<file path="src/ial_pkg.sv">
// constants, operation codes and carrier types of the integer alu datapath
// How it works
// - plain add sums low 16 bits
// - suffix runs op only on matching carry
// - 16-bit add of unsigned seven-bit immediate
// - wide add gives full 24-bit sum
// - wide add may target stack pointer
// - add with carry adds carry flag
// - plain subtract: destination minus source, 16 bits
// - wide subtract gives 24-bit difference
// - wide subtract may decrease stack pointer
// - subtract with borrow uses carry flag
// - 16-bit compare, signed immediate, sets flags
// - wide compare over 24 bits sets flags
// - compare with carry includes carry flag
// - bitwise and into destination
// - bitwise or into destination
// - exclusive or into destination
// - inversion writes ones complement
// - wide load copies into stack pointer
// - stack store writes zero-extended 32-bit word
// - stack store post-inc, post-dec, pre-dec
`default_nettype none

package ial_pkg;

	localparam int IAL_W     = 24;
	localparam int IAL_NW    = 16;
	localparam int IAL_IMM_W = 7;
	localparam int IAL_MEM_W = 32;
	localparam int IAL_IDX_W = 3;

	// the upper byte that narrow results and stack words are padded with
	localparam logic [7:0]  IAL_PAD8       = 8'h00;
	localparam logic [23:0] IAL_STACK_STEP = 24'h000004;
	localparam logic [23:0] IAL_SP_RST     = 24'h000000;

	typedef enum logic [3:0] {
		IAL_OP_ADD  = 4'h0,
		IAL_OP_ADC  = 4'h1,
		IAL_OP_SUB  = 4'h2,
		IAL_OP_SBC  = 4'h3,
		IAL_OP_ADDA = 4'h4,
		IAL_OP_SUBA = 4'h5,
		IAL_OP_CMP  = 4'h6,
		IAL_OP_CMPA = 4'h7,
		IAL_OP_CMC  = 4'h8,
		IAL_OP_AND  = 4'h9,
		IAL_OP_OR   = 4'hA,
		IAL_OP_XOR  = 4'hB,
		IAL_OP_NOT  = 4'hC,
		IAL_OP_LDSP = 4'hD,
		IAL_OP_STSP = 4'hE
	} ial_op_t;

	typedef enum logic [1:0] {
		IAL_CND_ALWAYS = 2'h0,
		IAL_CND_C      = 2'h1,
		IAL_CND_NC     = 2'h2
	} ial_cond_t;

	typedef enum logic [1:0] {
		IAL_STK_PLAIN   = 2'h0,
		IAL_STK_POSTINC = 2'h1,
		IAL_STK_POSTDEC = 2'h2,
		IAL_STK_PREDEC  = 2'h3
	} ial_stk_t;

	typedef struct packed {
		logic c;
		logic v;
		logic z;
		logic n;
	} ial_flags_t;

	typedef struct packed {
		logic                 valid;
		ial_op_t              op;
		ial_cond_t            cond;
		logic                 imm_sel;
		logic                 sp_dst;
		ial_stk_t             stk;
		logic [IAL_IDX_W-1:0] dst_idx;
		logic [IAL_IMM_W-1:0] imm;
		logic [IAL_W-1:0]     rd_val;
		logic [IAL_W-1:0]     rs_val;
	} ial_req_t;

	typedef struct packed {
		logic                 done;
		logic                 skipped;
		logic                 wb_en;
		logic [IAL_IDX_W-1:0] wb_idx;
		logic [IAL_W-1:0]     wb_data;
		logic [IAL_W-1:0]     sp;
		ial_flags_t           flags;
		logic                 mem_we;
		logic [IAL_W-1:0]     mem_addr;
		logic [IAL_MEM_W-1:0] mem_wdata;
	} ial_state_t;

	localparam ial_state_t IAL_STATE_RST = '{
		done: 1'b0, skipped: 1'b0, wb_en: 1'b0, wb_idx: 3'h0,
		wb_data: 24'h000000, sp: IAL_SP_RST, flags: 4'h0,
		mem_we: 1'b0, mem_addr: 24'h000000, mem_wdata: 32'h00000000
	};

endpackage : ial_pkg

`default_nettype wire

</file>
<file path="src/ial_addsub.sv">
// shared adder and subtractor with flag generation for 16 and 24 bits
`default_nettype none

module ial_addsub
	import ial_pkg::*;
(
	input  wire logic [IAL_W-1:0] a,
	input  wire logic [IAL_W-1:0] b,
	input  wire logic             cin,
	input  wire logic             sub,
	input  wire logic             wide,
	output logic [IAL_W-1:0]      sum,
	output ial_flags_t            flags
);

	logic [IAL_W-1:0]  bx;
	logic              cx;
	logic [IAL_W:0]    s24;
	logic [IAL_NW:0]   s16;
	logic              cout;
	logic              am;
	logic              bm;
	logic              rm;

	// subtract as a plus not b; cin is a borrow then, so it is inverted
	always_comb begin
		bx  = sub ? ~b : b;
		cx  = sub ? ~cin : cin;
		s24 = {1'b0, a} + {1'b0, bx} + {24'h000000, cx};
		s16 = {1'b0, a[IAL_NW-1:0]} + {1'b0, bx[IAL_NW-1:0]}
			+ {16'h0000, cx};
	end

	// narrow results leave the upper byte clear
	always_comb begin
		if (wide) begin
			sum  = s24[IAL_W-1:0];
			cout = s24[IAL_W];
			am   = a[IAL_W-1];
			bm   = bx[IAL_W-1];
			rm   = s24[IAL_W-1];
		end else begin
			sum  = {IAL_PAD8, s16[IAL_NW-1:0]};
			cout = s16[IAL_NW];
			am   = a[IAL_NW-1];
			bm   = bx[IAL_NW-1];
			rm   = s16[IAL_NW-1];
		end
	end

	// carry reads as borrow after a subtraction
	always_comb begin
		flags.c = sub ? ~cout : cout;
		flags.v = (am == bm) && (rm != am);
		flags.n = rm;
		flags.z = wide ? (s24[IAL_W-1:0] == 24'h000000)
			: (s16[IAL_NW-1:0] == 16'h0000);
	end

endmodule : ial_addsub

`default_nettype wire

</file>
<file path="src/ial_core.sv">
// integer arithmetic, compare, logic and stack pointer datapath
`default_nettype none

module ial_core
	import ial_pkg::*;
(
	input  wire logic             clk,
	input  wire logic             rst,
	input  wire ial_req_t         req,
	output logic                  done,
	output logic                  skipped,
	output logic                  wb_en,
	output logic [IAL_IDX_W-1:0]  wb_idx,
	output logic [IAL_W-1:0]      wb_data,
	output logic [IAL_W-1:0]      sp,
	output ial_flags_t            flags,
	output logic                  mem_we,
	output logic [IAL_W-1:0]      mem_addr,
	output logic [IAL_MEM_W-1:0]  mem_wdata
);

	ial_state_t        s_q;
	ial_state_t        s_d;
	logic              exec;
	logic              imm_signed;
	logic [IAL_W-1:0]  imm_u;
	logic [IAL_W-1:0]  imm_s;
	logic [IAL_W-1:0]  opa;
	logic [IAL_W-1:0]  opb;
	logic              as_sub;
	logic              as_wide;
	logic              as_cin;
	logic [IAL_W-1:0]  as_sum;
	ial_flags_t        as_flags;
	logic [IAL_NW-1:0] lg_res;
	logic [IAL_W-1:0]  st_addr;
	logic [IAL_W-1:0]  sp_after;

	// carry suffix gate; the flag is the one left by the previous op
	always_comb begin
		case (req.cond)
			IAL_CND_ALWAYS: exec = 1'b1;
			IAL_CND_C:      exec = s_q.flags.c;
			IAL_CND_NC:     exec = ~s_q.flags.c;
			default:        exec = 1'b0;
		endcase
	end

	// compare, compare with carry and logic ops take a signed immediate, the rest (wide compare too) unsigned
	always_comb begin
		case (req.op)
			IAL_OP_CMP, IAL_OP_CMC, IAL_OP_AND,
			IAL_OP_OR, IAL_OP_XOR, IAL_OP_NOT: imm_signed = 1'b1;
			default:                           imm_signed = 1'b0;
		endcase
	end

	// operand selection
	always_comb begin
		imm_u = {17'h00000, req.imm};
		imm_s = {{17{req.imm[IAL_IMM_W-1]}}, req.imm};
		if (req.imm_sel) begin
			opb = imm_signed ? imm_s : imm_u;
		end else begin
			opb = req.rs_val;
		end
		opa = req.sp_dst ? s_q.sp : req.rd_val;
	end

	// adder steering: direction, width and whether carry joins in
	always_comb begin
		as_sub  = 1'b0;
		as_wide = 1'b0;
		as_cin  = 1'b0;
		case (req.op)
			IAL_OP_ADC: as_cin = s_q.flags.c;
			IAL_OP_SUB, IAL_OP_CMP: as_sub = 1'b1;
			IAL_OP_SBC, IAL_OP_CMC: begin
				as_sub = 1'b1;
				as_cin = s_q.flags.c;
			end
			IAL_OP_ADDA: as_wide = 1'b1;
			IAL_OP_SUBA, IAL_OP_CMPA: begin
				as_sub  = 1'b1;
				as_wide = 1'b1;
			end
			default: as_sub = 1'b0;
		endcase
	end

	ial_addsub u_addsub (
		.a     (opa),
		.b     (opb),
		.cin   (as_cin),
		.sub   (as_sub),
		.wide  (as_wide),
		.sum   (as_sum),
		.flags (as_flags)
	);

	// bitwise unit works on the 16-bit data part only
	always_comb begin
		case (req.op)
			IAL_OP_AND: lg_res = opa[IAL_NW-1:0] & opb[IAL_NW-1:0];
			IAL_OP_OR:  lg_res = opa[IAL_NW-1:0] | opb[IAL_NW-1:0];
			IAL_OP_XOR: lg_res = opa[IAL_NW-1:0] ^ opb[IAL_NW-1:0];
			IAL_OP_NOT: lg_res = ~opb[IAL_NW-1:0];
			default:    lg_res = 16'h0000;
		endcase
	end

	// stack address and pointer after the access
	always_comb begin
		st_addr  = s_q.sp;
		sp_after = s_q.sp;
		case (req.stk)
			IAL_STK_POSTINC: sp_after = s_q.sp + IAL_STACK_STEP;
			IAL_STK_POSTDEC: sp_after = s_q.sp - IAL_STACK_STEP;
			IAL_STK_PREDEC: begin
				st_addr  = s_q.sp - IAL_STACK_STEP;
				sp_after = st_addr;
			end
			default: sp_after = s_q.sp;
		endcase
	end

	// next state; strobes fall back to zero so each result is one pulse
	always_comb begin
		s_d         = s_q;
		s_d.done    = 1'b0;
		s_d.skipped = 1'b0;
		s_d.wb_en   = 1'b0;
		s_d.mem_we  = 1'b0;
		if (req.valid) begin
			s_d.done   = 1'b1;
			s_d.wb_idx = req.dst_idx;
			if (!exec) begin
				// a skipped op leaves only the done and skipped pulses and the new wb_idx
				s_d.skipped = 1'b1;
			end else begin
				case (req.op)
					IAL_OP_ADD, IAL_OP_ADC, IAL_OP_SUB, IAL_OP_SBC: begin
						s_d.wb_en   = 1'b1;
						s_d.wb_data = as_sum;
						s_d.flags   = as_flags;
					end
					IAL_OP_ADDA, IAL_OP_SUBA: begin
						if (req.sp_dst) begin
							// pointer arithmetic leaves the flags alone
							s_d.sp = as_sum;
						end else begin
							s_d.wb_en   = 1'b1;
							s_d.wb_data = as_sum;
							s_d.flags   = as_flags;
						end
					end
					IAL_OP_CMP, IAL_OP_CMPA, IAL_OP_CMC: begin
						s_d.flags = as_flags;
					end
					IAL_OP_AND, IAL_OP_OR, IAL_OP_XOR, IAL_OP_NOT: begin
						s_d.wb_en   = 1'b1;
						s_d.wb_data = {IAL_PAD8, lg_res};
						s_d.flags.n = lg_res[IAL_NW-1];
						s_d.flags.z = (lg_res == 16'h0000);
						s_d.flags.v = 1'b0;
					end
					IAL_OP_LDSP: s_d.sp = opb;
					IAL_OP_STSP: begin
						s_d.mem_we    = 1'b1;
						s_d.mem_addr  = st_addr;
						s_d.mem_wdata = {IAL_PAD8, req.rs_val};
						s_d.sp        = sp_after;
					end
					default: s_d.skipped = 1'b1;
				endcase
			end
		end
	end

	// single state register; synchronous reset
	always_ff @(posedge clk) begin
		if (rst) begin
			s_q <= IAL_STATE_RST;
		end else begin
			s_q <= s_d;
		end
	end

	// every output is a field of the state register
	assign done      = s_q.done;
	assign skipped   = s_q.skipped;
	assign wb_en     = s_q.wb_en;
	assign wb_idx    = s_q.wb_idx;
	assign wb_data   = s_q.wb_data;
	assign sp        = s_q.sp;
	assign flags     = s_q.flags;
	assign mem_we    = s_q.mem_we;
	assign mem_addr  = s_q.mem_addr;
	assign mem_wdata = s_q.mem_wdata;

	// reference values seen only by the checks below
	logic [IAL_NW-1:0] chk_add16;
	logic [IAL_NW-1:0] chk_adc16;
	logic [IAL_NW-1:0] chk_sub16;
	logic [IAL_W-1:0]  chk_spadd;
	logic [IAL_W-1:0]  chk_spsub;
	logic [IAL_W-1:0]  chk_predec;
	logic [IAL_W-1:0]  chk_ldsp;
	logic [IAL_W-1:0]  chk_rs;

	always_comb begin
		chk_add16  = req.rd_val[IAL_NW-1:0] + req.rs_val[IAL_NW-1:0];
		chk_adc16  = chk_add16 + {15'h0000, s_q.flags.c};
		chk_sub16  = req.rd_val[IAL_NW-1:0] - req.rs_val[IAL_NW-1:0];
		chk_spadd  = s_q.sp + req.rs_val;
		chk_spsub  = s_q.sp - {17'h00000, req.imm};
		chk_predec = s_q.sp - IAL_STACK_STEP;
		chk_ldsp   = req.imm_sel ? {17'h00000, req.imm} : req.rs_val;
		chk_rs     = req.rs_val;
	end
endmodule : ial_core

`default_nettype wire

</file>
<file path="config.mk">
export PLATFORM = sky130hd
export DESIGN_NAME = ial_core
export DESIGN_NICKNAME = d
export VERILOG_FILES = /design/src/ial_pkg.sv /design/src/ial_addsub.sv /design/src/ial_core.sv
export SDC_FILE = /design/constraint.sdc
export NUM_CORES = 1
export LEC_CHECK = 0
export ABC_AREA = 1
export BUFFER_PORTS_ARGS = -buffer_cell sky130_fd_sc_hd__buf_2
export CAP_MARGIN = 20
export CORE_MARGIN = 2
export CORE_UTILIZATION = 57
export DETAILED_ROUTE_END_ITERATION = 12
export PLACE_DENSITY = 0.82
export SLEW_MARGIN = 0
export SYNTH_ARGS = -nofsm -noshare
export SYNTH_HDL_FRONTEND = slang
export SYNTH_SLANG_ARGS = --single-unit
</file>
<file path="constraint.sdc">
create_clock -name clk -period 3.8 [get_ports clk]
set_input_delay 0 -clock clk [delete_from_list [all_inputs] [get_ports clk]]
set_output_delay 0 -clock clk [all_outputs]
set_load 0.05 [all_outputs]
</file>
==> metrics <==
Finished Cell Area 11200 sq um; clk slew on worst S/H paths ~0.09 ns; post-route ant nets 0; CP Data Arrival Time between 3 and 4 ns; gpl congestion about 1.1; largest net degree at the start of global routing 61; Chip Height 134 um; FF+latch count, synth ~110; fill cell count between 1500 and 2000; Area Overhead vs Synth 16.6%; clock latency on the worst-skew pair approximately 0.38 ns; TritonCTS Buffers 9; crit path buf inv count 2; DRC Markers 0; Layout Nets approximately 1900; Synth area leaders dfxtp_1, nand2_1, inv_1, ha_1, nor2_1; Synth async-reset ratio 0%; final worst path period need roughly 3.3 ns; cell repeated most along the worst path nand2_1; total I/O pin count between 150 and 200; clk_skew roughly 0.015 ns; grt ovf 0; Post-Syn Area around 9600 sq um; Sequential Area around 2100 sq um; actual slew at the worst max-slew pin approximately 1.1 ns; worst ir drop on vdd 245 uV; # diodes 0; R2R setup slack ~0.47 ns; outcome completed; utilization after layout between 60 and 70%; Final HPWL DP between 20000 and 30000 um; PostCTS Resize Cnt 0; relative slew slack 24.6%; final hold vios 0; synth unique cells 54; register area share after synthesis around 22%; row count 47; via count 11300; DIE AREA 17900 sq um; max frequency 0.300 GHz; CTS tree yes; Post-synth EDFFs 0; top-count cell post-synth nand2_1; CTS Sinks around 110; Placed Area 10600 sq um; cell family with most CP delay simple AND/OR/NAND/NOR gates; multi-input logic area ~6200 sq um; drt first pass iters 8; Via density roughly 5.7; input/output buffers ~180; initial antenna violation count 1; Worst EP required between 4 and 5 ns; Worst setup EP type register; final hold slack between 0.06 and 0.07 ns; leakage dissipation between 6 and 7 nW; final setup violation count 0; pwr/cell area around 360 nW/um^2; Max Slew Vio Count 0; Die X approximately 130 um; vias in the first global route a little over 10000; Setup Fix Bufs, Post-CTS 0; setup_tns 0 ns; slowest CP cell dfxtp_1; average wire per standard cell approximately 19 um; All-Layer GR Usage between 40% and 50%; Synth top area share between 20% and 30%; top post-synthesis cells by count nand2_1, inv_1, nor2_1; post-cts hold buffer count 33; worst-path cell chain inv_1, a21oi_1, xor2_1, fa_1, inv_1, fa_1, nand2_1, nand2_1, nand3_1, nand2_1, xnor2_1, nand3_1, nor2_1, nand3_1, nor2_1, nand2_1, a21oi_1; worst stage delay on the critical path ~0.5 ns; synth warn 0; first-pass GRT wire length about 56000 um; H-tree levels 3; Core Area 16500 sq um; number of max-cap violations 0; worst hold path type in2reg; critical path type reg2reg; Critical Path Source Type register; Initial Utilization 58.2%; Syn Area/Cell ~6.1 sq um; Clock Root Buffer clkbuf_16; Main synth FF type dfxtp_1; crit path max fanout 4; final period utilization approximately 90%; drt initial violations around 1200; clock buffer depth 2; RSZ-0062 raised after global routing false; Post-Route WL 36700 um; Post-Syn Instances roughly 1600; share of cells above drive strength 1 between 15 and 20%; Yosys top cell by area dfxtp_1
-- state kept, by name (all words and copies together), names as in the netlist --
signal	count
mem_addr	24
mem_wdata	24
sp	24
wb_data	24
flags	4
wb_idx	3
done	1
mem_we	1
skipped	1
wb_en	1
-- metrics by stage --
stage / setup slack [ns] / std cells / total power, W
3_5_place_dp: 0.367 / 1933 / 0.00297
4_1_cts: 0.604 / 1982 / 0.00401
3_3_place_gp: 0.337 / 1932 / 0.00295
6_report: 0.467 / 1982 / 0.00406
2_1_floorplan: 0.992 / 1590 / 0.00245
5_1_grt: 0.353 / 1982 / 0.00425
-- tightest hold or removal path, cell delays in order --
cell      delay (ns)
buf_2           0.10
nand2_1         0.07
and2_1          0.15
a21boi_0        0.08
-- final cells by class --
type	instances	area share [%]
tap	220	2.46
multi-input combinational	1174	55.4
clock inverter	7	0.815
inverter	234	7.97
timing repair buffer	231	12.3
sequential	107	19.1
clock buffer	9	2.01
-- final timing paths --
kind,cells past startpoint,startpoint,to
min,4,req[62],skipped$_SDFF_PP0_
max,17,flags[3]$_SDFFE_PP0P_,flags[1]$_SDFFE_PP0P_
min reg2reg,2,wb_data[21]$_SDFFE_PP0P_,wb_data[21]$_SDFFE_PP0P_
max reg2reg,17,flags[3]$_SDFFE_PP0P_,flags[1]$_SDFFE_PP0P_
-- kinds of logic (layout without fill, tap and decap cells) --
logic type	count (synthesis)	in the layout	synth area share, %
adder cells (fa/ha/maj)	59	59	7.83
XOR/XNOR	63	63	5.74
buffers and inverters	309	481	13.4
AO/OA/AOI/OAI	297	297	17.6
flip-flops	107	107	22.3
other	1	8	0.0390
AND/OR/NAND/NOR	747	747	33.0
-- placed cells by master, fill, tap and decap left out, drive strengths merged, types with 4 or more instances in the layout --
master,Yosys,final
xnor2,10,10
o22ai,8,8
nand4,18,18
buf,39,198
o211ai,11,11
clkinv,4,9
a21oi,109,109
dfxtp,107,107
a22oi,6,6
clkbuf,36,9
o21ai,132,132
dlygate4sd3,0,33
nand3,75,75
ha,57,57
nor2,179,179
nor3,15,15
inv,229,231
nand2,445,445
xor2,53,53
a31oi,6,6
a221oi,4,4
o221a,4,4
nand3b,10,10
conb,1,8
o2111ai,4,4
-- power by group --
group | switching, W | leakage (nW) | internal, W
registers | 0.0000419 | 0.867 | 0.00116
clock network | 0.000557 | 0.152 | 0.000478
logic | 0.00128 | 5.02 | 0.000544
total | 0.00188 | 6.04 | 0.00218
-- per-layer routing --
metal | vias up | part of all wire (%) | GRT usage, %
met4 | 2 | 4.9 | 20.4
met3 | 107 | 11 | 5.90
met2 | 687 | 45 | 63.9
met1 | 5119 | 40 | 52.7
li1 | 5385 | - | -
met5 | - | 0.033 | 0
(Power assumes the default switching activity.)
